## src/shared/oamd_pkg.sv

```systemverilog
// Shared constants, mode codes and decode functions of the operand address mode decoder.
package oamd_pkg;

	// ====================================================================
	// Widths and fixed values
	localparam int unsigned ADDR_W     = 16;
	localparam int unsigned DATA_W     = 8;
	localparam int unsigned MODE_W     = 5;
	localparam logic [7:0]  PREFIX_Y   = 8'h90;
	localparam logic [7:0]  PAGE_ZERO  = 8'h00;
	localparam logic [15:0] ADDR_RST   = 16'h0000;
	localparam logic [7:0]  BYTE_RST   = 8'h00;
	localparam logic [1:0]  CNT_RST    = 2'h0;

	// ====================================================================
	// Addressing modes, seventeen codes in seven groups
	typedef enum logic [MODE_W-1:0] {
		M_INH   = 5'h00,
		M_IMM   = 5'h01,
		M_DIR_S = 5'h02,
		M_DIR_L = 5'h03,
		M_IDX_0 = 5'h04,
		M_IDX_S = 5'h05,
		M_IDX_L = 5'h06,
		M_IND_S = 5'h07,
		M_IND_L = 5'h08,
		M_IIX_S = 5'h09,
		M_IIX_L = 5'h0A,
		M_REL_D = 5'h0B,
		M_REL_I = 5'h0C,
		M_BIT_D = 5'h0D,
		M_BIT_I = 5'h0E,
		M_BTJ_D = 5'h0F,
		M_BTJ_I = 5'h10
	} oamd_mode_t;

	localparam logic [MODE_W-1:0] MODE_LAST = 5'h10;

	// ====================================================================
	// Decode functions
	function automatic logic [1:0] oamd_ext_bytes(input oamd_mode_t m);
		case (m)
			M_INH, M_IDX_0:                  oamd_ext_bytes = 2'h0;
			M_DIR_L, M_IDX_L, M_BTJ_D, M_BTJ_I: oamd_ext_bytes = 2'h2;
			default:                         oamd_ext_bytes = 2'h1;
		endcase
	endfunction

	function automatic logic [1:0] oamd_ptr_bytes(input oamd_mode_t m);
		case (m)
			M_IND_S, M_IIX_S, M_REL_I, M_BIT_I, M_BTJ_I: oamd_ptr_bytes = 2'h1;
			M_IND_L, M_IIX_L:                            oamd_ptr_bytes = 2'h2;
			default:                                     oamd_ptr_bytes = 2'h0;
		endcase
	endfunction

	function automatic logic oamd_is_long(input oamd_mode_t m);
		oamd_is_long = (m == M_DIR_L) || (m == M_IDX_L) || (m == M_IND_L) || (m == M_IIX_L);
	endfunction

	function automatic logic oamd_has_target(input oamd_mode_t m);
		oamd_has_target = (m == M_REL_D) || (m == M_REL_I) || (m == M_BTJ_D) || (m == M_BTJ_I);
	endfunction

	function automatic logic oamd_has_ea(input oamd_mode_t m);
		oamd_has_ea = !((m == M_INH) || (m == M_IMM) || (m == M_REL_D) || (m == M_REL_I));
	endfunction

	function automatic logic oamd_y_applies(input oamd_mode_t m);
		oamd_y_applies = (m == M_INH) || (m == M_IMM) || (m == M_DIR_S) || (m == M_DIR_L) ||
			(m == M_IDX_0) || (m == M_IDX_S) || (m == M_IDX_L);
	endfunction

endpackage

```

## src/shared/oamd_ea_if.sv

```systemverilog
// Interface between the decoder sequencer and its address arithmetic.
`timescale 1ns/1ps
`default_nettype none
interface oamd_ea_if;
	import oamd_pkg::*;

	oamd_mode_t  mode;
	logic [7:0]  index;
	logic [7:0]  ext_hi;
	logic [7:0]  ext_lo;
	logic [15:0] ptr;
	logic [15:0] pc_next;
	logic [15:0] ea;
	logic [15:0] target;

	modport calc (
		input  mode,
		input  index,
		input  ext_hi,
		input  ext_lo,
		input  ptr,
		input  pc_next,
		output ea,
		output target
	);

	modport seq (
		output mode,
		output index,
		output ext_hi,
		output ext_lo,
		output ptr,
		output pc_next,
		input  ea,
		input  target
	);
endinterface
`default_nettype wire

```

## src/rtl/oamd_ea_calc.sv

```systemverilog
// Effective address and branch target arithmetic for every addressing mode.
`timescale 1ns/1ps
`default_nettype none
module oamd_ea_calc (
	// Operands in, results out
	oamd_ea_if.calc ifc
);
	import oamd_pkg::*;

	logic [15:0] idx16;
	logic [15:0] rel_base;
	logic [7:0]  rel_off;

	always_comb begin
		idx16    = {PAGE_ZERO, ifc.index};
		rel_off  = ifc.ext_hi;
		ifc.ea   = ADDR_RST;
		case (ifc.mode)
			M_DIR_S, M_BIT_D, M_BTJ_D: ifc.ea = {PAGE_ZERO, ifc.ext_hi};
			M_DIR_L: ifc.ea = {ifc.ext_hi, ifc.ext_lo};
			M_IDX_0: ifc.ea = idx16;
			// Nine bit sum kept whole, so short indexing reaches 1FE.
			M_IDX_S: ifc.ea = {PAGE_ZERO, ifc.ext_hi} + idx16;
			M_IDX_L: ifc.ea = {ifc.ext_hi, ifc.ext_lo} + idx16;
			M_IND_S, M_BIT_I, M_BTJ_I: ifc.ea = {PAGE_ZERO, ifc.ptr[7:0]};
			M_IND_L: ifc.ea = ifc.ptr;
			M_IIX_S: ifc.ea = {PAGE_ZERO, ifc.ptr[7:0]} + idx16;
			M_IIX_L: ifc.ea = ifc.ptr + idx16;
			default: ifc.ea = ADDR_RST;
		endcase
		case (ifc.mode)
			M_REL_I: rel_off = ifc.ptr[7:0];
			M_BTJ_D, M_BTJ_I: rel_off = ifc.ext_lo;
			default: rel_off = ifc.ext_hi;
		endcase
		rel_base   = ifc.pc_next;
		ifc.target = rel_base + {{8{rel_off[7]}}, rel_off};
	end
endmodule
`default_nettype wire

```

## src/rtl/oamd_top.sv

```systemverilog
// Operand addressing mode decoder: fetches extension bytes, reads pointers, forms addresses.
//
// Behaviour
// - Seventeen addressing modes in seven groups are decoded.
// - Short forms give addresses in page zero, 0000 to 00FF, except short indexed forms, which reach 01FE.
// - Long forms reach the whole 64 Kbyte space with more bytes.
// - Read-modify-write instructions are refused with any long mode.
// - Inherent instructions are one byte; no extension bytes fetched.
// - Immediate takes the byte after the opcode as operand value.
// - Short direct uses one fetched byte as address 00 to FF.
// - Long direct uses a fetched two byte word as address.
// - Indexed address is unsigned sum of index register and offset.
// - Indexed without offset fetches nothing and uses the index alone.
// - Short indexed adds a byte offset, giving 00 to 1FE unwrapped.
// - Long indexed adds a word offset, reaching all of 64 Kbyte.
// - Branch targets span minus 128 to plus 127 from next instruction.
// - Indirect fetches a pointer address, then reads byte or word pointer.
// - Indirect indexed adds the index unsigned to the pointer read.
// - Relative adds a signed 8-bit offset from instruction or memory.
// - Prefix byte 90 swaps X for Y in listed modes.
`timescale 1ns/1ps
`default_nettype none
module oamd_top (
	// Clock and reset
	input  wire logic                          ref_clk_i,
	input  wire logic                          rst_i,
	// Instruction fetch stream
	input  wire logic                          fetch_valid_i,
	input  wire logic [oamd_pkg::DATA_W-1:0]   fetch_byte_i,
	input  wire logic [oamd_pkg::ADDR_W-1:0]   fetch_pc_i,
	input  wire logic [oamd_pkg::MODE_W-1:0]   fetch_mode_i,
	input  wire logic                          fetch_rmw_i,
	output logic                               fetch_ready_o,
	output logic                               ext_valid_o,
	output logic [1:0]                         ext_count_o,
	// Index registers
	input  wire logic [oamd_pkg::DATA_W-1:0]   x_i,
	input  wire logic [oamd_pkg::DATA_W-1:0]   y_i,
	// Data memory read port
	output logic                               mem_req_o,
	output logic [oamd_pkg::ADDR_W-1:0]        mem_addr_o,
	input  wire logic                          mem_ack_i,
	input  wire logic [oamd_pkg::DATA_W-1:0]   mem_rdata_i,
	// Decoded result
	output logic                               done_o,
	output logic                               illegal_o,
	output logic                               has_ea_o,
	output logic                               has_target_o,
	output logic                               imm_o,
	output logic                               y_sel_o,
	output logic [oamd_pkg::ADDR_W-1:0]        ea_o,
	output logic [oamd_pkg::ADDR_W-1:0]        target_o,
	output logic [oamd_pkg::DATA_W-1:0]        operand_o
);
	import oamd_pkg::*;

	// ====================================================================
	// State
	typedef enum logic [3:0] {
		S_IDLE = 4'h1,
		S_EXT  = 4'h2,
		S_PTR  = 4'h4,
		S_CALC = 4'h8
	} oamd_state_t;

	typedef struct packed {
		oamd_state_t state;
		oamd_mode_t  mode;
		logic        use_y;
		logic        y_sel;
		logic [1:0]  ext_left;
		logic [1:0]  ext_count;
		logic [1:0]  ptr_left;
		logic [7:0]  ext_hi;
		logic [7:0]  ext_lo;
		logic [15:0] ptr;
		logic [15:0] pc_next;
		logic        ready;
		logic        ext_valid;
		logic        mem_req;
		logic [15:0] mem_addr;
		logic        done;
		logic        illegal;
		logic        has_ea;
		logic        has_target;
		logic        imm;
		logic [15:0] ea;
		logic [15:0] target;
		logic [7:0]  operand;
	} oamd_st_t;

	localparam oamd_st_t ST_RST = '{
		state:      S_IDLE,
		mode:       M_INH,
		use_y:      1'b0,
		y_sel:      1'b0,
		ext_left:   CNT_RST,
		ext_count:  CNT_RST,
		ptr_left:   CNT_RST,
		ext_hi:     BYTE_RST,
		ext_lo:     BYTE_RST,
		ptr:        ADDR_RST,
		pc_next:    ADDR_RST,
		ready:      1'b1,
		ext_valid:  1'b0,
		mem_req:    1'b0,
		mem_addr:   ADDR_RST,
		done:       1'b0,
		illegal:    1'b0,
		has_ea:     1'b0,
		has_target: 1'b0,
		imm:        1'b0,
		ea:         ADDR_RST,
		target:     ADDR_RST,
		operand:    BYTE_RST
	};

	oamd_st_t st_r;
	oamd_st_t st_nxt;

	oamd_mode_t  in_mode;
	logic        in_take;
	logic        in_mode_ok;
	logic [1:0]  in_ext;
	logic [1:0]  in_ptr;
	logic        first_ext;
	logic [7:0]  ptr_addr_lo;

	// ====================================================================
	// Decode helpers
	// Here a code past the last mode is refused before it is cast to a mode; the sequencer still casts every code to in_mode.
	function automatic logic oamd_refused(input logic [MODE_W-1:0] code, input logic rmw);
		logic known;
		known        = (code <= MODE_LAST);
		oamd_refused = !known || (rmw && oamd_is_long(oamd_mode_t'(code)));
	endfunction

	// Word pointers arrive high byte first; shifting keeps byte pointers in the low half.
	function automatic logic [15:0] oamd_ptr_shift(input logic [15:0] p, input logic [7:0] b);
		oamd_ptr_shift = {p[7:0], b};
	endfunction

	// The branch base is the address just past the last extension byte.
	function automatic logic [15:0] oamd_next_pc(input logic [15:0] pc, input logic [1:0] ext);
		oamd_next_pc = pc + {14'h0000, ext} + 16'h0001;
	endfunction

	// Taking an opcode clears the operand fields, so nothing of the last instruction leaks in.
	function automatic oamd_st_t oamd_accept(input oamd_st_t s, input oamd_mode_t m, input logic [1:0] ext,
		input logic [15:0] pc);
		oamd_st_t r;
		r           = s;
		r.mode      = m;
		r.y_sel     = s.use_y && oamd_y_applies(m);
		r.use_y     = 1'b0;
		r.ext_left  = ext;
		r.ext_count = ext;
		r.ext_valid = 1'b1;
		r.ext_hi    = BYTE_RST;
		r.ext_lo    = BYTE_RST;
		r.ptr       = ADDR_RST;
		r.pc_next   = oamd_next_pc(pc, ext);
		return r;
	endfunction

	// All result fields except y_sel and illegal move on the edge of the done pulse; y_sel moves when the opcode is taken, illegal when it is refused.
	function automatic oamd_st_t oamd_finish(input oamd_st_t s, input logic [15:0] ea, input logic [15:0] tgt);
		oamd_st_t r;
		r            = s;
		r.ea         = ea;
		r.target     = tgt;
		r.has_ea     = oamd_has_ea(s.mode);
		r.has_target = oamd_has_target(s.mode);
		r.imm        = (s.mode == M_IMM);
		r.operand    = (s.mode == M_IMM) ? s.ext_hi : BYTE_RST;
		r.done       = 1'b1;
		r.state      = S_IDLE;
		r.ready      = 1'b1;
		return r;
	endfunction

	// ====================================================================
	// Address arithmetic
	oamd_ea_if ea_ifc ();

	assign ea_ifc.mode    = st_r.mode;
	assign ea_ifc.index   = st_r.y_sel ? y_i : x_i;
	assign ea_ifc.ext_hi  = st_r.ext_hi;
	assign ea_ifc.ext_lo  = st_r.ext_lo;
	assign ea_ifc.ptr     = st_r.ptr;
	assign ea_ifc.pc_next = st_r.pc_next;

	oamd_ea_calc u_calc (
		.ifc (ea_ifc)
	);

	// ====================================================================
	// Sequencer
	always_comb begin
		st_nxt      = st_r;
		in_mode     = oamd_mode_t'(fetch_mode_i);
		in_mode_ok  = !oamd_refused(fetch_mode_i, fetch_rmw_i);
		in_take     = fetch_valid_i && st_r.ready;
		in_ext      = oamd_ext_bytes(in_mode);
		in_ptr      = oamd_ptr_bytes(st_r.mode);
		first_ext   = (st_r.ext_left == st_r.ext_count);
		ptr_addr_lo = first_ext ? fetch_byte_i : st_r.ext_hi;

		st_nxt.done      = 1'b0;
		st_nxt.illegal   = 1'b0;
		st_nxt.ext_valid = 1'b0;

		case (st_r.state)
			S_IDLE: begin
				if (in_take) begin
					if (fetch_byte_i == PREFIX_Y) begin
						st_nxt.use_y = 1'b1;
					end else if (!in_mode_ok) begin
						// Refused before any extension byte is pulled, so fetch can resync at once.
						st_nxt.illegal = 1'b1;
						st_nxt.use_y   = 1'b0;
					end else begin
						st_nxt = oamd_accept(st_nxt, in_mode, in_ext, fetch_pc_i);
						if (in_ext == CNT_RST) begin
							st_nxt.state = S_CALC;
							st_nxt.ready = 1'b0;
						end else begin
							st_nxt.state = S_EXT;
						end
					end
				end
			end

			S_EXT: begin
				if (in_take) begin
					if (first_ext) begin
						st_nxt.ext_hi = fetch_byte_i;
					end else begin
						st_nxt.ext_lo = fetch_byte_i;
					end
					st_nxt.ext_left = st_r.ext_left - 2'h1;
					if (st_r.ext_left == 2'h1) begin
						st_nxt.ready = 1'b0;
						if (in_ptr != CNT_RST) begin
							st_nxt.state    = S_PTR;
							st_nxt.mem_req  = 1'b1;
							st_nxt.mem_addr = {PAGE_ZERO, ptr_addr_lo};
							st_nxt.ptr_left = in_ptr;
						end else begin
							st_nxt.state = S_CALC;
						end
					end
				end
			end

			S_PTR: begin
				if (mem_ack_i) begin
					st_nxt.ptr      = oamd_ptr_shift(st_r.ptr, mem_rdata_i);
					st_nxt.ptr_left = st_r.ptr_left - 2'h1;
					if (st_r.ptr_left == 2'h1) begin
						st_nxt.mem_req = 1'b0;
						st_nxt.state   = S_CALC;
					end else begin
						st_nxt.mem_addr = st_r.mem_addr + 16'h0001;
					end
				end
			end

			S_CALC: begin
				st_nxt = oamd_finish(st_nxt, ea_ifc.ea, ea_ifc.target);
			end

			default: begin
				st_nxt = ST_RST;
			end
		endcase
	end

	always_ff @(posedge ref_clk_i or posedge rst_i) begin
		if (rst_i) begin
			st_r <= ST_RST;
		end else begin
			st_r <= st_nxt;
		end
	end

	// ====================================================================
	// Outputs
	assign fetch_ready_o = st_r.ready;
	assign ext_valid_o   = st_r.ext_valid;
	assign ext_count_o   = st_r.ext_count;
	assign mem_req_o     = st_r.mem_req;
	assign mem_addr_o    = st_r.mem_addr;
	assign done_o        = st_r.done;
	assign illegal_o     = st_r.illegal;
	assign has_ea_o      = st_r.has_ea;
	assign has_target_o  = st_r.has_target;
	assign imm_o         = st_r.imm;
	assign y_sel_o       = st_r.y_sel;
	assign ea_o          = st_r.ea;
	assign target_o      = st_r.target;
	assign operand_o     = st_r.operand;

endmodule
`default_nettype wire

```

## config.mk

```make
export PLATFORM = sky130hd
export DESIGN_NAME = oamd_top
export DESIGN_NICKNAME = d
export VERILOG_FILES = /design/src/shared/oamd_pkg.sv /design/src/shared/oamd_ea_if.sv /design/src/rtl/oamd_ea_calc.sv /design/src/rtl/oamd_top.sv
export SDC_FILE = /design/constraint.sdc
export NUM_CORES = 1
export LEC_CHECK = 0
export BUFFER_PORTS_ARGS = -buffer_cell sky130_fd_sc_hd__buf_2
export CAP_MARGIN = 20
export CORE_MARGIN = 2
export CORE_UTILIZATION = 41
export CTS_CLUSTER_DIAMETER = 80
export CTS_CLUSTER_SIZE = 8
export DETAILED_ROUTE_END_ITERATION = 6
export SLEW_MARGIN = 5
export SYNTH_ARGS = -nofsm -noshare
export SYNTH_HDL_FRONTEND = slang
export SYNTH_SLANG_ARGS = --single-unit
```

## constraint.sdc

```tcl
create_clock -name ref_clk_i -period 3.42 [get_ports ref_clk_i]
set_input_delay 0.171 -clock ref_clk_i [delete_from_list [all_inputs] [get_ports ref_clk_i]]
set_output_delay 0.171 -clock ref_clk_i [all_outputs]
set_load 0.02 [all_outputs]
```

# Word level (Yosys, flattened, before mapping)
# Cells that the tools add are included.
word_totals:
  register_bits: 129
  latchBits: 0
  ramBits: 0
  rom_bits: 0
  output_inout_bits: 67
  memories: 0
op_classes:
  add_sub_neg: 10
  n_mul: 0
  n_div: 0
  order_cmp: 1
  eq_ne: 45
  shifts: 0
  mux: 48
  n_bitwise: 7
  n_reduce_logical: 47
op_table:
  columns: ["cell", "count"]
  rows:
  - ["case mux 16 bit (9 select lines)", 1]
  - ["case mux 45 bit (3 select lines)", 1]
  - ["2-to-1 mux 129 bit", 1]
  - ["2-to-1 mux 119 bit", 1]
  - ["case mux 16 bit (3 select lines)", 2]
  - ["2-to-1 mux 75 bit", 1]
  - ["2-to-1 mux 17 bit", 4]
  - ["case mux 17 bit (4 select lines)", 1]
  - ["== test 5 x 4 -> 1 bit (second input constant)", 11]
  - ["== test 5 x 3 -> 1 bit (second input constant)", 7]
  - ["adder 16 x 1 -> 16 bit (second input constant)", 2]
  - ["adder 16 x 8 -> 16 bit", 2]
  - ["2-to-1 mux 16 bit", 2]
  - ["2-to-1 mux 8 bit", 4]
  - ["case mux 16 bit (2 select lines)", 1]
  - ["AND reduction 7 bit", 4]
  - ["2-to-1 mux 4 bit", 6]
  - ["inequality test 2 bit (second input constant)", 11]
  - ["== test 5 x 2 -> 1 bit (second input constant)", 4]
  - ["adder 8 x 8 -> 9 bit", 2]
  - ["2-to-1 mux 18 bit", 1]
  - ["2-to-1 mux 9 bit", 2]
  - ["adder 16 bit", 1]
  - ["adder 16 x 2 -> 16 bit", 1]
  - ["35 further kinds", 85]

# Longest topological paths before layout
logic_depth:
  ltp_word: 12
  mapped_depth: 17

# Cells and area by module
# Synthesis repeated with hierarchy kept, for this count alone.
hier_totals:
  hier_cells: 989
  hier_area_um2: 9456.6
modules_own_cells:
  columns: ["mod", "n_inst", "cells_per_inst", "area_each_um2"]
  rows:
  - ["oamd_top", 1, 640, 6870.3]
  - ["oamd_ea_calc", 1, 349, 2586.2]

# Worst setup path before layout
# Ideal clock, no wire load.
synth_path:
  kind: "flip-flop to flip-flop"
  from: "register st_r, in the netlist ea_ifc.mode[1]"
  to: "register st_r, in the netlist target_o[14]"
  setup_time_ns: 0.121
  arrival_ns: 3.425
  t_required_ns: 3.299
  slack_ns: -0.126
  path_stages_with_launch: 16
  path_buffers: 1
  path_cell_list: "dfrtp_1 buf_2 nor2_2 o21bai_1 o21a_2 a222oi_1 inv_1 ha_1 fa_1 a211o_1 a2111oi_0 o31ai_1 nor3_1 o41ai_1 xor2_1 a22o_1"
synth_between:
  elab_chain_len: 5
  word_cells_on_any_way: 7
  classes_between: "add/sub (1); eq/ne (3); mux (2); reduce/logical (1)"
synth_lines:
  columns: ["item", "line", "text"]
  rows:
  - ["start: declaration", "oamd_top.sv:118", "oamd_st_t st_r;"]
  - ["start signal: assignment", "oamd_top.sv:283", "st_r <= st_nxt;"]
  - ["== test 5 x 4 -> 1 bit or == test 5 bit (tied branches)", "oamd_ea_calc.sv:31", "case (ifc.mode)"]
  - ["OR reduction 2 bit", "oamd_ea_calc.sv:31", null]
  - ["case mux 8 bit (2 select lines) (*)", "oamd_ea_calc.sv:31", null]
  - ["adder 16 bit (*)", "oamd_ea_calc.sv:37", "ifc.target = rel_base + {{8{rel_off[7]}}, rel_off};"]
  - ["case mux 45 bit (3 select lines) (*)", "oamd_top.sv:213", "case (st_r.state)"]
# Every way passes the cells marked *; elsewhere a longest branch is shown, timed or not.
# A chain may end at the register's enable or synchronous reset.

# Final worst setup path
layout_path:
  from: "register st_r, in the netlist ea_ifc.mode[1]"
  to: "register st_r, in the netlist target_o[15]"
# The elaborated chain is that of the path after synthesis.

==> impl_results.md <==
- Status: finished, violations left
- Failing checks: setup timing
- Final Hold Vio Count: 0
- CP required: 3.73 ns
- Fmax: 0.289 GHz
- Synth area leaders: dfrtp_1, nand2_1, o21ai_0
- Root Driver: clkbuf_16
- Distinct cells, synth: 75
- CTS H-tree lvls: 4
- Synth Net Count: 1,139
- Gr usage total: 22.8%
- Clock network power share: 28.6%
- Static leakage: 5.32 nW
- Setup crit end kind: flip-flop
- Max Slew Vio Count: 0
- Number of synthesized register bits: 129
- Period minus WS final: 3.46 ns
- CP peak stage delay: 0.45 ns
- Most used DFF post-synth: dfrtp_1
- Most common cell in the netlist: nand2_1
- Final worst-path cycle share: 101%
- Total Die Area: 23,100 µm²
- First-pass GRT wire length: 42,600 µm
- Sink Count: 129
- Final Util: 50.3%
- Worst-margin pin slew: 0.928 ns
- Async SR Flop Fraction: 100%
- Total congestion overflow: 0
- Mapped Cells: 1,038
- # nets final: 1,266
- Share of cells above drive strength 1: 27.0%
- Mapped Area: 9000 µm²
- CTS tree: done
- Total wire length: 26,400 µm
- Post-DR vias/cell: 5.54
- Sum of negative setup slack: -0.0483 ns
- Largest net degree at the start of global routing: 130
- Crit start category: flip-flop
- Post-synth EDFFs: 0
- Final HPWL DP: 19,400 µm
- Register area share after synthesis: 35.9%
- Io pins: 125
- Core Region: 21,700 µm²
- Post-synth top area share: 35.3%
- Endpoints failing setup: 2
- Area of the multi-input gates: 5120 µm²
- Max cap viols: 0
- Vias post-DR: 8,072
- # port buffers: 124
- Storage cell area: 3240 µm²
- CP Buf/Inv Count: 2
- Clock tree buffer depth: 2
- Initial Util: 41.5%
- Worst-path clk slew: 0.06 ns
- Kind of cell adding the most delay to the critical path: compound AO/OA/AOI/OAI gates
- Final GP Congestion: 0.942
- Filler cells: 2,036
- Die Wd: 152 µm
- Drt drc: 0
- Yosys warning total: 0
- Relative slew slack: 37.9%
- Worst skew pair latency: 0.42 ns
- Switching Share: 40.1%
- Worst Setup Path Type: reg2reg
- Initial DRT Pass Iterations: 6
- Flop pwr share: 28.1%
- Fin worst setup slack: -0.0395 ns
- Pint: 4.26 mW
- CTS buffer count: 17
- Avg WL per Cell: 18.1 µm
- Initial antenna violation count: 0
- Synth cell count leaders: nand2_1, dfrtp_1, o21ai_0
- Skew final: 0.0117 ns
- Combinational power share: 43.3%
- Cell breakdown of the critical path: nor2_4 -> o21bai_1 -> o21a_4 -> a222oi_1 -> inv_1 -> buf_4 -> ha_1 -> a211oi_2 -> o211ai_1 -> nand3_2 -> o21ai_2 -> o311a_1 -> or3_1 -> a32o_1
- Worst EP arrival: 3.77 ns
- Number of cell rows: 54
- Avg Cell Area, Syn: 8.67 µm²
- CP max-delay cell: dfrtp_2
- Starting DRT DRC Count: 637
- Post-route ant nets: 0
- Vias in the first global route: 7,778
- RSZ-0062 raised after global routing: true
- Worst hold path class: in2reg
- Worst VDD drop: 0.709 mV
- Synth area leader: dfrtp_1
- Antenna cell count: 0
- Power Density: 652 nW/µm²
- Max FO, Critical Path: 6
- Die height: 152 µm
- P_sw: 2.86 mW
- Area Overhead vs Synth: 21.3%
final timing paths:
kind | from | to | slack, ns | cells past startpoint
setup / recovery | ea_ifc.mode[1] | target_o[15] | -0.04 | 14
hold / removal | mem_rdata_i[6] | ea_ifc.ptr[6] | 0.02 | 3
setup reg to reg | ea_ifc.mode[1] | target_o[15] | -0.04 | 14
hold reg to reg | imm_o | imm_o | 0.47 | 1
max in group asynchronous | rst_i | ea_ifc.mode[3] | 2.35 | 4
min in group asynchronous | rst_i | target_o[11] | 0.51 | 4
worst reg2reg max path, stage by stage, from the launching register on:
cell and delay, ns:
dfrtp_2 0.45, nor2_4 0.17, o21bai_1 0.10, o21a_4 0.22, a222oi_1 0.32, inv_1 0.11, buf_4 0.15, ha_1 0.29
a211oi_2 0.26, o211ai_1 0.18, nand3_2 0.12, o21ai_2 0.07, o311a_1 0.36, or3_1 0.31, a32o_1 0.25
cell type report:
class | instances | area share (%)
Clock buffer | 18 | 4.02
Clock inverter | 13 | 1.93
Inverter | 40 | 1.41
Multi-Input combinational cell | 752 | 46.9
Sequential cell | 129 | 29.6
Tap cell | 280 | 3.21
Timing Repair Buffer | 225 | 12.9
per-layer routing:
layer / global-route usage (%) / wire, µm
met1: 32.2 / 12300
met2: 35.1 / 11800
met3: 4.86 / 1700
met4: 6.90 / 629
met5: 0 / 0
stage by stage:
stage | area [µm²] | hold slack [ns] | power (mW) | instances | setup WS [ns]
after detailed placement | 9950 | 0.421 | 4.91 | 1407 | -0.393
after floorplan | 9020 | 0.307 | 3.96 | 1038 | 0.0112
after global placement | 9950 | 0.414 | 4.90 | 1407 | -0.221
final | 10900 | 0.0215 | 7.12 | 1457 | -0.0395
after CTS | 10800 | 0.0112 | 7.04 | 1451 | 0.00809
after global routing | 10900 | 0.0162 | 7.57 | 1457 | -0.242
cell usage in the layout, fill, tap and decap left out, types with 30 or more instances in the layout:
master / n
nand2_1: 160
buf_2: 124
dfrtp_1: 123
o21ai_0: 99
buf_4: 93
nor2_1: 52
inv_1: 39
ha_1: 37
a21oi_1: 31
xor2_1: 30
flip-flops by register name, indices dropped and copies added (netlist names), 8 cells and up:
name and flops:
ea_o 16, st_r 9, operand_o 8, target_o 16, ea_ifc.ptr 16, ea_ifc.pc_next 16
ea_ifc.ext_lo 8, mem_addr_o 16, ea_ifc.ext_hi 8
power groups by stage:
stage,Combinational [mW],Clock [mW],Sequential (mW)
finish,3.09,2.03,2.00
global route,3.40,2.14,2.03
CTS,2.98,2.07,1.99
detailed placement,2.91,0,2.00
global placement,2.90,0,2.00
floorplan,2.07,0,1.88
logic make-up after synthesis:
family | after synthesis | synth area share, %
AOI/OAI and AO/OA | 289 | 21.6
xor gates and xnor gates | 53 | 5.16
adders and majority gates | 43 | 6.31
buffers and inverters | 157 | 9.29
DFF | 129 | 35.9
muxes | 39 | 4.69
and+or+nand+nor | 328 | 17.0
timing repair:
action / CTS / global route
hold endpoints to repair: 10 / 0
setup buffers: 6 / 6
gates resized for setup: 12 / 23
endpoints found under the setup margin: 8 / 14
hold buffers: 7 / 0
pin swaps: 2 / 5
Note: power is estimated with default switching activity, not from simulation.
